## config.mk

```make
export PLATFORM = sky130hd
export DESIGN_NAME = acs_adc_regs
export DESIGN_NICKNAME = d
export VERILOG_FILES = /design/src/acs_pkg.sv /design/src/acs_adc_regs.sv
export SDC_FILE = /design/constraint.sdc
export NUM_CORES = 1
export LEC_CHECK = 0
export BUFFER_PORTS_ARGS = -buffer_cell sky130_fd_sc_hd__buf_2
export CAP_MARGIN = 20
export CORE_ASPECT_RATIO = 1.25
export CORE_MARGIN = 4
export CORE_UTILIZATION = 55
export DETAILED_ROUTE_END_ITERATION = 10
export GPL_TIMING_DRIVEN = 0
export PLACE_DENSITY = 0.82
export SETUP_SLACK_MARGIN = 0.02
export SLEW_MARGIN = 5
export SYNTH_ARGS = -nofsm -noshare
export SYNTH_HDL_FRONTEND = slang
export SYNTH_SLANG_ARGS = --single-unit
export TNS_END_PERCENT = 30
```

## constraint.sdc

```tcl
create_clock -name clk_i -period 2.9 [get_ports clk_i]
set_input_delay 0.58 -clock clk_i [delete_from_list [all_inputs] [get_ports clk_i]]
set_output_delay 0.58 -clock clk_i [all_outputs]
set_load 0.1 [all_outputs]
```

## src/acs_pkg.sv

```systemverilog
// Package for the converter channel-skip and result register block.
// Assumes a classic Wishbone slave with 32-bit data and byte addresses.
package acs_pkg;

    // Printed offsets are not all multiples of four: index times four
    localparam logic [7:0] IDX_SKIP_FIRST   = 8'h2f;
    localparam logic [7:0] IDX_SKIP_SECOND  = 8'h30;
    localparam logic [7:0] IDX_IIN_RESULT   = 8'h31;
    localparam logic [7:0] IDX_IBAT_RESULT  = 8'h33;
    localparam logic [7:0] IDX_VBUS_RESULT  = 8'h35;
    localparam logic [7:0] IDX_VSRC1_RESULT = 8'h37;
    localparam logic [7:0] IDX_CONTROL      = 8'h3f;
    localparam logic [7:0] IDX_STATUS       = 8'h40;

    localparam int unsigned ADDR_W = 10;

    localparam logic [7:0]  SKIP_FIRST_MASK  = 8'hfe;
    localparam logic [7:0]  SKIP_SECOND_MASK = 8'hf0;
    localparam logic [7:0]  SKIP_RESET       = 8'h00;
    localparam logic [15:0] RESULT_RESET     = 16'h0000;

    // Control register fields
    localparam int unsigned CTRL_ENABLE_BIT  = 0;
    localparam int unsigned CTRL_REGRST_BIT  = 1;

    // Channel numbering of the sequencer, one per skip bit
    localparam int unsigned NUM_CH = 11;
    localparam logic [3:0] CH_IIN   = 4'h0;
    localparam logic [3:0] CH_IBAT  = 4'h1;
    localparam logic [3:0] CH_VBUS  = 4'h2;
    localparam logic [3:0] CH_VBAT  = 4'h3;
    localparam logic [3:0] CH_VSYS  = 4'h4;
    localparam logic [3:0] CH_TS    = 4'h5;
    localparam logic [3:0] CH_TDIE  = 4'h6;
    localparam logic [3:0] CH_DP    = 4'h7;
    localparam logic [3:0] CH_DM    = 4'h8;
    localparam logic [3:0] CH_VSRC2 = 4'h9;
    localparam logic [3:0] CH_VSRC1 = 4'ha;

    typedef struct packed {
        logic        cyc;
        logic        stb;
        logic        we;
        logic [3:0]  sel;
        logic [ADDR_W-1:0] adr;
        logic [31:0] dat;
    } acs_wb_req_t;

    typedef struct packed {
        logic        ack;
        logic [31:0] dat;
    } acs_wb_rsp_t;

    // Sample request to the converter core and its answer
    typedef struct packed {
        logic        valid;
        logic [3:0]  channel;
    } acs_conv_req_t;

    typedef struct packed {
        logic        done;
        logic [15:0] value;
    } acs_conv_rsp_t;

endpackage

```

## src/acs_adc_regs.sv

```systemverilog
// Channel-skip registers, result registers and conversion sequencer.
// Assumes a converter core that answers each request with one done pulse.
//
// Chosen here: the Wishbone interface to the registers.
`timescale 1ns/10ps

// Summary of operation
// - First skip register: bits 7..1 skip seven channels; bit 0 reads zero.
// - Second skip register: bits 7..4 skip four channels; bits 3..0 zero.
// - Skip bits read/write; 1 excludes channel; clear at reset and reg-reset.
// - Results are 16-bit read-only two's complement, zero until converted.
// - Input current positive toward mid-node, negative back to bus input.
// - Battery current positive while charging, negative while discharging.
// - Input current one mA per code, zero offset, at index 0x31.
// - Battery current one mA per code, zero offset, at index 0x33.
// - Bus voltage one mV per code, zero offset, at index 0x35.
module acs_adc_regs (
    input  wire logic                  clk_i,
    input  wire logic                  rst_i,
    input  wire acs_pkg::acs_wb_req_t  wb_req_i,
    output acs_pkg::acs_wb_rsp_t       wb_rsp_o,
    output acs_pkg::acs_conv_req_t     conv_req_o,
    input  wire acs_pkg::acs_conv_rsp_t conv_rsp_i,
    output logic                       conv_active_o
);
    import acs_pkg::*;

    typedef enum logic [1:0] {
        ACS_IDLE = 2'b00,
        ACS_PICK = 2'b01,
        ACS_WAIT = 2'b11
    } acs_state_t;

    logic [7:0]  skip_first_ff;
    logic [7:0]  skip_second_ff;
    logic        enable_ff;
    logic [15:0] iin_ff;
    logic [15:0] ibat_ff;
    logic [15:0] vbus_ff;
    logic [15:0] vsrc1_ff;
    logic        ack_ff;
    logic [31:0] rdat_ff;
    acs_state_t  state_ff;
    acs_state_t  nxt_state;
    logic [3:0]  chan_ff;
    logic [3:0]  nxt_chan;
    logic        req_ff;
    logic [NUM_CH-1:0] skip_vec;
    logic        access;
    logic        wr_acc;
    logic [7:0]  idx;
    logic        regrst;

    // Word index from byte address; low two bits ignored
    function automatic logic [7:0] word_index(input logic [ADDR_W-1:0] a);
        return a[ADDR_W-1:2];
    endfunction

    assign idx    = word_index(wb_req_i.adr);
    assign access = wb_req_i.cyc & wb_req_i.stb & ~ack_ff;
    assign wr_acc = access & wb_req_i.we & wb_req_i.sel[0];
    assign regrst = wr_acc & (idx == IDX_CONTROL)
                    & wb_req_i.dat[CTRL_REGRST_BIT];

    // Skip vector in channel order
    assign skip_vec = {skip_second_ff[4], skip_second_ff[5],
                       skip_second_ff[6], skip_second_ff[7],
                       skip_first_ff[1], skip_first_ff[2],
                       skip_first_ff[3], skip_first_ff[4],
                       skip_first_ff[5], skip_first_ff[6],
                       skip_first_ff[7]};

    // Skip registers
    always_ff @(posedge clk_i) begin
        if (rst_i || regrst) begin
            skip_first_ff  <= SKIP_RESET;
            skip_second_ff <= SKIP_RESET;
        end else if (wr_acc && idx == IDX_SKIP_FIRST) begin
            skip_first_ff <= wb_req_i.dat[7:0] & SKIP_FIRST_MASK;
        end else if (wr_acc && idx == IDX_SKIP_SECOND) begin
            skip_second_ff <= wb_req_i.dat[7:0] & SKIP_SECOND_MASK;
        end
    end

    // Converter run enable; register-reset also stops conversions
    always_ff @(posedge clk_i) begin
        if (rst_i || regrst) begin
            enable_ff <= 1'b0;
        end else if (wr_acc && idx == IDX_CONTROL) begin
            enable_ff <= wb_req_i.dat[CTRL_ENABLE_BIT];
        end
    end

    // Sequencer: round robin over enabled channels
    always_comb begin
        nxt_state = state_ff;
        nxt_chan  = chan_ff;
        case (state_ff)
            ACS_IDLE: begin
                if (enable_ff) begin
                    nxt_state = ACS_PICK;
                end
            end
            ACS_PICK: begin
                if (!enable_ff) begin
                    nxt_state = ACS_IDLE;
                end else if (!skip_vec[chan_ff]) begin
                    nxt_state = ACS_WAIT;
                end else begin
                    nxt_chan = (chan_ff == 4'(NUM_CH - 1)) ? 4'h0
                               : chan_ff + 4'h1;
                end
            end
            ACS_WAIT: begin
                if (conv_rsp_i.done) begin
                    nxt_state = ACS_PICK;
                    nxt_chan  = (chan_ff == 4'(NUM_CH - 1)) ? 4'h0
                                : chan_ff + 4'h1;
                end
            end
            default: nxt_state = ACS_IDLE;
        endcase
    end

    always_ff @(posedge clk_i) begin
        if (rst_i || regrst) begin
            state_ff <= ACS_IDLE;
            chan_ff  <= 4'h0;
        end else begin
            state_ff <= nxt_state;
            chan_ff  <= nxt_chan;
        end
    end

    // One-cycle request when a wait begins
    always_ff @(posedge clk_i) begin
        if (rst_i || regrst) begin
            req_ff <= 1'b0;
        end else begin
            req_ff <= (state_ff == ACS_PICK) && (nxt_state == ACS_WAIT);
        end
    end

    assign conv_req_o.valid = req_ff;
    assign conv_req_o.channel = chan_ff;
    assign conv_active_o = (state_ff != ACS_IDLE);

    // Results; converter core delivers signed codes in 1 mA / 1 mV steps,
    // so the value is stored as is: sign gives current direction.
    // Reg-reset leaves results alone: they are measurements, not settings.
    always_ff @(posedge clk_i) begin
        if (rst_i) begin
            iin_ff   <= RESULT_RESET;
            ibat_ff  <= RESULT_RESET;
            vbus_ff  <= RESULT_RESET;
            vsrc1_ff <= RESULT_RESET;
        end else if (state_ff == ACS_WAIT && conv_rsp_i.done) begin
            case (chan_ff)
                CH_IIN:   iin_ff   <= conv_rsp_i.value;
                CH_IBAT:  ibat_ff  <= conv_rsp_i.value;
                CH_VBUS:  vbus_ff  <= conv_rsp_i.value;
                CH_VSRC1: vsrc1_ff <= conv_rsp_i.value;
                default: begin
                end
            endcase
        end
    end

    // Wishbone slave: ack one cycle after strobe, unmapped reads zero
    always_ff @(posedge clk_i) begin
        if (rst_i) begin
            ack_ff  <= 1'b0;
            rdat_ff <= 32'h0000_0000;
        end else begin
            ack_ff <= access;
            if (access && !wb_req_i.we) begin
                case (idx)
                    IDX_SKIP_FIRST:   rdat_ff <= {24'h0, skip_first_ff};
                    IDX_SKIP_SECOND:  rdat_ff <= {24'h0, skip_second_ff};
                    IDX_IIN_RESULT:   rdat_ff <= {16'h0, iin_ff};
                    IDX_IBAT_RESULT:  rdat_ff <= {16'h0, ibat_ff};
                    IDX_VBUS_RESULT:  rdat_ff <= {16'h0, vbus_ff};
                    IDX_VSRC1_RESULT: rdat_ff <= {16'h0, vsrc1_ff};
                    IDX_CONTROL:      rdat_ff <= {31'h0, enable_ff};
                    IDX_STATUS:       rdat_ff <= {27'h0, conv_active_o,
                                                  chan_ff};
                    default:          rdat_ff <= 32'h0000_0000;
                endcase
            end else begin
                rdat_ff <= 32'h0000_0000;
            end
        end
    end

    assign wb_rsp_o.ack = ack_ff;
    assign wb_rsp_o.dat = rdat_ff;

endmodule // acs_adc_regs

```

==> flow_summary.json, run 1 <==
{
  "grt_pass1_vias": 3761,
  "cts_tree": "built",
  "setup_tns_ps": 0,
  "clockBufferDepth": 2,
  "grt_max_degree": 17,
  "synth_cell_types": 45,
  "initial_core_util_pct": 57.6,
  "antenna_found_initial": 0,
  "power_leakage_nw": 1.86,
  "diodes": 0,
  "cts_setup_buffers": 0,
  "placed_area_um2": 4810,
  "die_w_um": 87.5,
  "setup_viol_count_final": 0,
  "routedWlPerCell_um": 16.5,
  "yosysMostFrequentCell": "nand2_1",
  "overflow": 0,
  "num_rows": 35,
  "viasPerCell": 5.64,
  "area_growth_pct": 15.7,
  "yosysTopAreaCellShare_pct": 46.1,
  "final_antenna_net_count": 0,
  "max_clock_freq_mhz": 440,
  "hold_class": "primary input to flop",
  "drc_errors": 0,
  "synth.area.top_cells": "dfxtp_1, nand2_1, a21oi_1",
  "io-pin-count": 107,
  "synth-edff-count": 0,
  "grt_pass1_wl_mm": 18.0,
  "synth_area_per_cell_um2": 8.44,
  "nFillCells": 670,
  "cts.htree.levels": 3,
  "synth-seq-area-share_pct": 46.1,
  "clk_latency_ps": 370,
  "drive_above_1_share_pct": 19.7,
  "yosys-top-cells-count": "nand2_1, dfxtp_1, a21oi_1",
  "hold_viol": 0,
  "syn_inst": 514,
  "fin_util_pct": 66.7,
  "dieHeight_um": 107,
  "clock-sinks": 100,
  "core_area_um2": 7530,
  "hpwl_mm": 8.09,
  "total_power_mw": 2.56,
  "clock_skew_ps": 8.55,
  "status": "finished clean",
  "async_flop_share_pct": 0,
  "crit_type": "flop to flop",
  "fin_crit_sh_pct": 78.4,
  "drt_first_pass_iters": 5,
  "required_ps": 3190,
  "cts_buffers": 9,
  "cp-end-kind": "flop",
  "initialDrtViolationCount": 274,
  "ys.flop_type": "dfxtp_1",
  "synth_seq_cells": 100,
  "path_max_fanout": 10,
  "ys_warn_count": 0,
  "dieArea_um2": 9390,
  "period_needed_ps": 2270,
  "critPathLaunchType": "flop",
  "peakVddDrop_mv": 0.380,
  "ctsResizeCount": 0,
  "place.gp.congestion": 0.933,
  "grt_usage_pct": 24.6,
  "fin_nets": 667,
  "ctsRootBufferMaster": "clkbuf_8",
  "dr_total_vias": 3926,
  "tightest_slew_ps": 743,
  "ctsHoldBuffers": 0,
  "arrival_ps": 2570,
  "multi_input_area_um2": 2080,
  "syn_area_um2": 4340,
  "rsz0062_at_grt": "false",
  "yosysTopAreaCell": "dfxtp_1",
  "seqCellArea_um2": 2000,
  "io_buffers": 59,
  "slew_headroom_pct": 50.1,
  "maxCapViolations": 0,
  "clk_pin_slew_worst_paths_ps": 100,
  "design_area_um2": 5020,
  "routed_wl_mm": 11.5,
  "slew_viol_final": 0,
  "power.density_nw_per_um2": 510
}
## registers in the layout (all words and copies together) (netlist names)
signal and count:
ibat_ff 16, chan_ff 4, skip_second_ff 4, rdat_ff 16
skip_first_ff 7, vsrc1_ff 16, enable_ff 1, ack_ff 1
state_ff 2, vbus_ff 16, req_ff 1, iin_ff 16
## cells by family after synthesis
family / share of synthesized area, %
buf+inv: 7.26
simple gates: 21.3
flops: 46.1
other cells: 0.0864
mux: 7.52
compound gates: 17.7
## power by group
part / total [mW] / internal, mW / leakage (nW) / switching [mW]
sequential: 1.38 / 1.37 / 0.805 / 0.00364
clock: 0.964 / 0.488 / 0.111 / 0.476
combinational: 0.220 / 0.0487 / 0.948 / 0.172
## layer usage
metal,vias to the layer above,wire [µm],GRT usage (%)
met1,1810,4520,29.5
met2,166,5710,41.6
met3,39,829,4.21
met4,0,441,12.4
li1,1911,-,-
met5,-,0,0
## layout make-up
class                           count  area share, %
Tap cell                           92           2.29
Clock buffer                       10           2.54
Clock inverter                      6           1.74
Inverter                            1         0.0747
Multi-Input combinational cell    378           41.4
Buffer                             50           6.20
Sequential cell                   100           39.9
Timing Repair Buffer               59           5.88
## cell usage in the layout, fill, tap and decap left out, drive strengths merged
cell type and count:
nand2 121, dfxtp 100, buf 89, a21oi 76
nor2 34, mux2i 30, clkbuf 30, a22oi 29
conb 16, nand3 9, o21ai 9, nor2b 7
and3 7, nor3 6, nand2b 5, a22o 3
a222oi 3, clkinv 3, or2 2, or4 2
nand3b 2, and2 2, bufinv 2, nor4 2
nor3b 2, inv 2, a21o 1, and3b 1
a221oi 1, mux4 1, a32o 1, o32ai 1
or4b 1, or3 1, o311ai 1, a31oi 1
a32oi 1
## metrics by stage
stage / instances / setup slack, ps / hold slack (ps)
after floorplan: 529 / 301 / 436
after global placement: 680 / 321 / 441
after detailed placement: 680 / 292 / 448
after CTS: 696 / 655 / 445
after global routing: 696 / 427 / 449
final: 696 / 627 / 451
## worst max-delay path, stage by stage (launching register included)
cell,delay (ps)
dfxtp_1,410
buf_2,240
nor4_2,700
clkbuf_1,560
nand2_1,140
a21oi_1,130
## final timing paths
path | startpoint | to | slack, ps | depth (start not counted)
setup / recovery | chan_ff[0] | vsrc1_ff[12] | 630 | 5
hold / removal | wb_req_i[2] | skip_first_ff[2] | 450 | 3
setup reg to reg | chan_ff[0] | vsrc1_ff[12] | 630 | 5
hold reg to reg | vsrc1_ff[10] | vsrc1_ff[10] | 460 | 2
(Power assumes the default switching activity.)
==> inputs of run 2 (changes only) <==
--- a/config.mk
+++ b/config.mk
@@ -9,10 +9,10 @@
 export CAP_MARGIN = 20
 export CORE_ASPECT_RATIO = 1.25
 export CORE_MARGIN = 4
-export CORE_UTILIZATION = 55
+export CORE_UTILIZATION = 48
 export DETAILED_ROUTE_END_ITERATION = 10
 export GPL_TIMING_DRIVEN = 0
-export PLACE_DENSITY = 0.82
+export PLACE_DENSITY = 0.76
 export SETUP_SLACK_MARGIN = 0.02
 export SLEW_MARGIN = 5
 export SYNTH_ARGS = -nofsm -noshare
==> constraint.sdc (replaced) <==
create_clock -name clk_i -period 1.9 [get_ports clk_i]
set_input_delay 0.38 -clock clk_i [delete_from_list [all_inputs] [get_ports clk_i]]
set_output_delay 0.38 -clock clk_i [all_outputs]
set_load 0.1 [all_outputs]
==> flow_summary.json, run 2 (synthesis results as in run 1) <==
{
  "fin_nets": 679,
  "power.density_nw_per_um2": 705,
  "cts_buffers": 9,
  "num_rows": 38,
  "finalWorstSetupSlack_ps": -54.3,
  "clock-sinks": 100,
  "reg2reg_to": "vbus_ff[14]",
  "crit_type": "flop to flop",
  "violations": "setup timing",
  "antenna_found_initial": 0,
  "drc_errors": 0,
  "clockBufferDepth": 2,
  "die_w_um": 93.1,
  "peakVddDrop_mv": 0.524,
  "maxCapViolations": 0,
  "viasPerCell": 5.58,
  "grt_max_degree": 20,
  "drive_above_1_share_pct": 25.3,
  "io_buffers": 59,
  "cp.buffers_inverters": 3,
  "dp_slack_ps": -565,
  "routedWlPerCell_um": 16.6,
  "core_area_um2": 8750,
  "initialDrtViolationCount": 370,
  "reg2reg_slack_ps": -50,
  "mostFrequentLayoutCells": "nand2_1, dfxtp_1, a21oi_1, buf_2, nor2_1",
  "dieArea_um2": 10600,
  "hold_viol": 0,
  "cp-end-kind": "flop",
  "clk_latency_ps": 380,
  "diodes": 0,
  "setup_viol_count_final": 16,
  "dr_total_vias": 4106,
  "required_ps": 2150,
  "nFillCells": 823,
  "tightest_slew_ps": 661,
  "area_growth_pct": 23.8,
  "grt_usage_pct": 22.3,
  "crit_chain": "nand2_4 > or4b_4 > buf_6 > nor3b_4 > buf_6 > clkbuf_16 > mux2i_1 > nor2_1",
  "ctsRootBufferMaster": "clkbuf_8",
  "io-pin-count": 107,
  "cts_tree": "built",
  "rsz0062_at_grt": "true",
  "grt_pass1_wl_mm": 18.8,
  "cp_common_cell": "buf_6",
  "fin_crit_sh_pct": 103,
  "dieHeight_um": 114,
  "crit_end": "vbus_ff[14]",
  "clock_skew_ps": 13.4,
  "routed_wl_mm": 12.2,
  "min_from": "wb_req_i[2]",
  "grt_pass1_vias": 3833,
  "drt_first_pass_iters": 6,
  "overflow": 0,
  "power_leakage_nw": 1.98,
  "crit_family": "simple AND/OR/NAND/NOR gates",
  "crit_start": "state_ff[1]",
  "reg2reg_depth": 8,
  "max_clock_freq_mhz": 512,
  "hold_class": "primary input to flop",
  "clk_pin_slew_worst_paths_ps": 110,
  "place.gp.congestion": 0.872,
  "r2r-start": "state_ff[1]",
  "slew_viol_final": 0,
  "initial_core_util_pct": 49.6,
  "final_antenna_net_count": 0,
  "slowest_delay_ps": 500,
  "period_needed_ps": 1950,
  "hpwl_mm": 8.32,
  "final_common_cell": "nand2_1",
  "path_depth": 8,
  "slowest_stage": "or4b_4",
  "critPathLaunchType": "flop",
  "path_max_fanout": 5,
  "status": "finished with violations",
  "cts.htree.levels": 3,
  "ctsHoldBuffers": 0,
  "slew_headroom_pct": 55.9,
  "arrival_ps": 2210,
  "fin_util_pct": 61.4
}
## run 2: per-stage QoR
step | power, mW | TNS [ps] | hold slack (ps) | cell area, µm² | instances
floorplan | 2.39 | -1830 | 436 | 4440 | 529
finish | 3.79 | -438 | 247 | 5380 | 736
CTS | 3.79 | -189 | 247 | 5270 | 732
global route | 3.91 | -1690 | 252 | 5380 | 736
detailed placement | 2.48 | -24120 | 446 | 4880 | 708
global placement | 2.48 | -21680 | 441 | 4880 | 708
## run 2: worst reg2reg max path, stage by stage, from the launching register on
cell and delay, ps:
dfxtp_4 380, nand2_4 60, or4b_4 500, buf_6 160, nor3b_4 170, buf_6 160
clkbuf_16 160, mux2i_1 180, nor2_1 50
## run 2: where the power goes
group	switching, mW	leakage, nW	internal (mW)
Sequential	0.00387	0.810	2.09
Clock	0.828	0.0991	0.513
Combinational	0.273	1.08	0.0823
## run 2: worst min-delay path by stage
stage	end	slack, ps	cells past startpoint
global route	ibat_ff[11]	250	3
finish	skip_first_ff[2]	250	3
global placement	ibat_ff[0]	440	2
floorplan	iin_ff[0]	440	2
CTS	enable_ff	250	3
detailed placement	iin_ff[1]	450	2
## run 2: what timing repair did
item	in CTS	in global routing
setup endpoints to repair	82	66
pin swaps	4	3
gates resized for setup	30	14
cloned	1	1
buffers inserted	10	3
## run 2: routing by layer
metal | up-vias | routed length, µm | global-route usage [%]
li1 | 1950 | - | -
met1 | 1928 | 4950 | 27.4
met2 | 199 | 6140 | 38.2
met3 | 29 | 861 | 4.87
met4 | 0 | 292 | 8.50
met5 | - | 0 | 0
## run 2: area by class of cell
| class | count | area [µm²] | area share, % |
|---|---|---|---|
| multi-input cells | 378 | 2170 | 40.5 |
| flip-flops and latches | 100 | 2020 | 37.6 |
| repair buffers | 74 | 484 | 9.01 |
| plain buffers | 47 | 345 | 6.42 |
| well taps | 120 | 150 | 2.79 |
| clock buffers | 9 | 124 | 2.30 |
| clock inverters | 7 | 71.3 | 1.33 |
| inverters | 1 | 3.75 | 0.0698 |
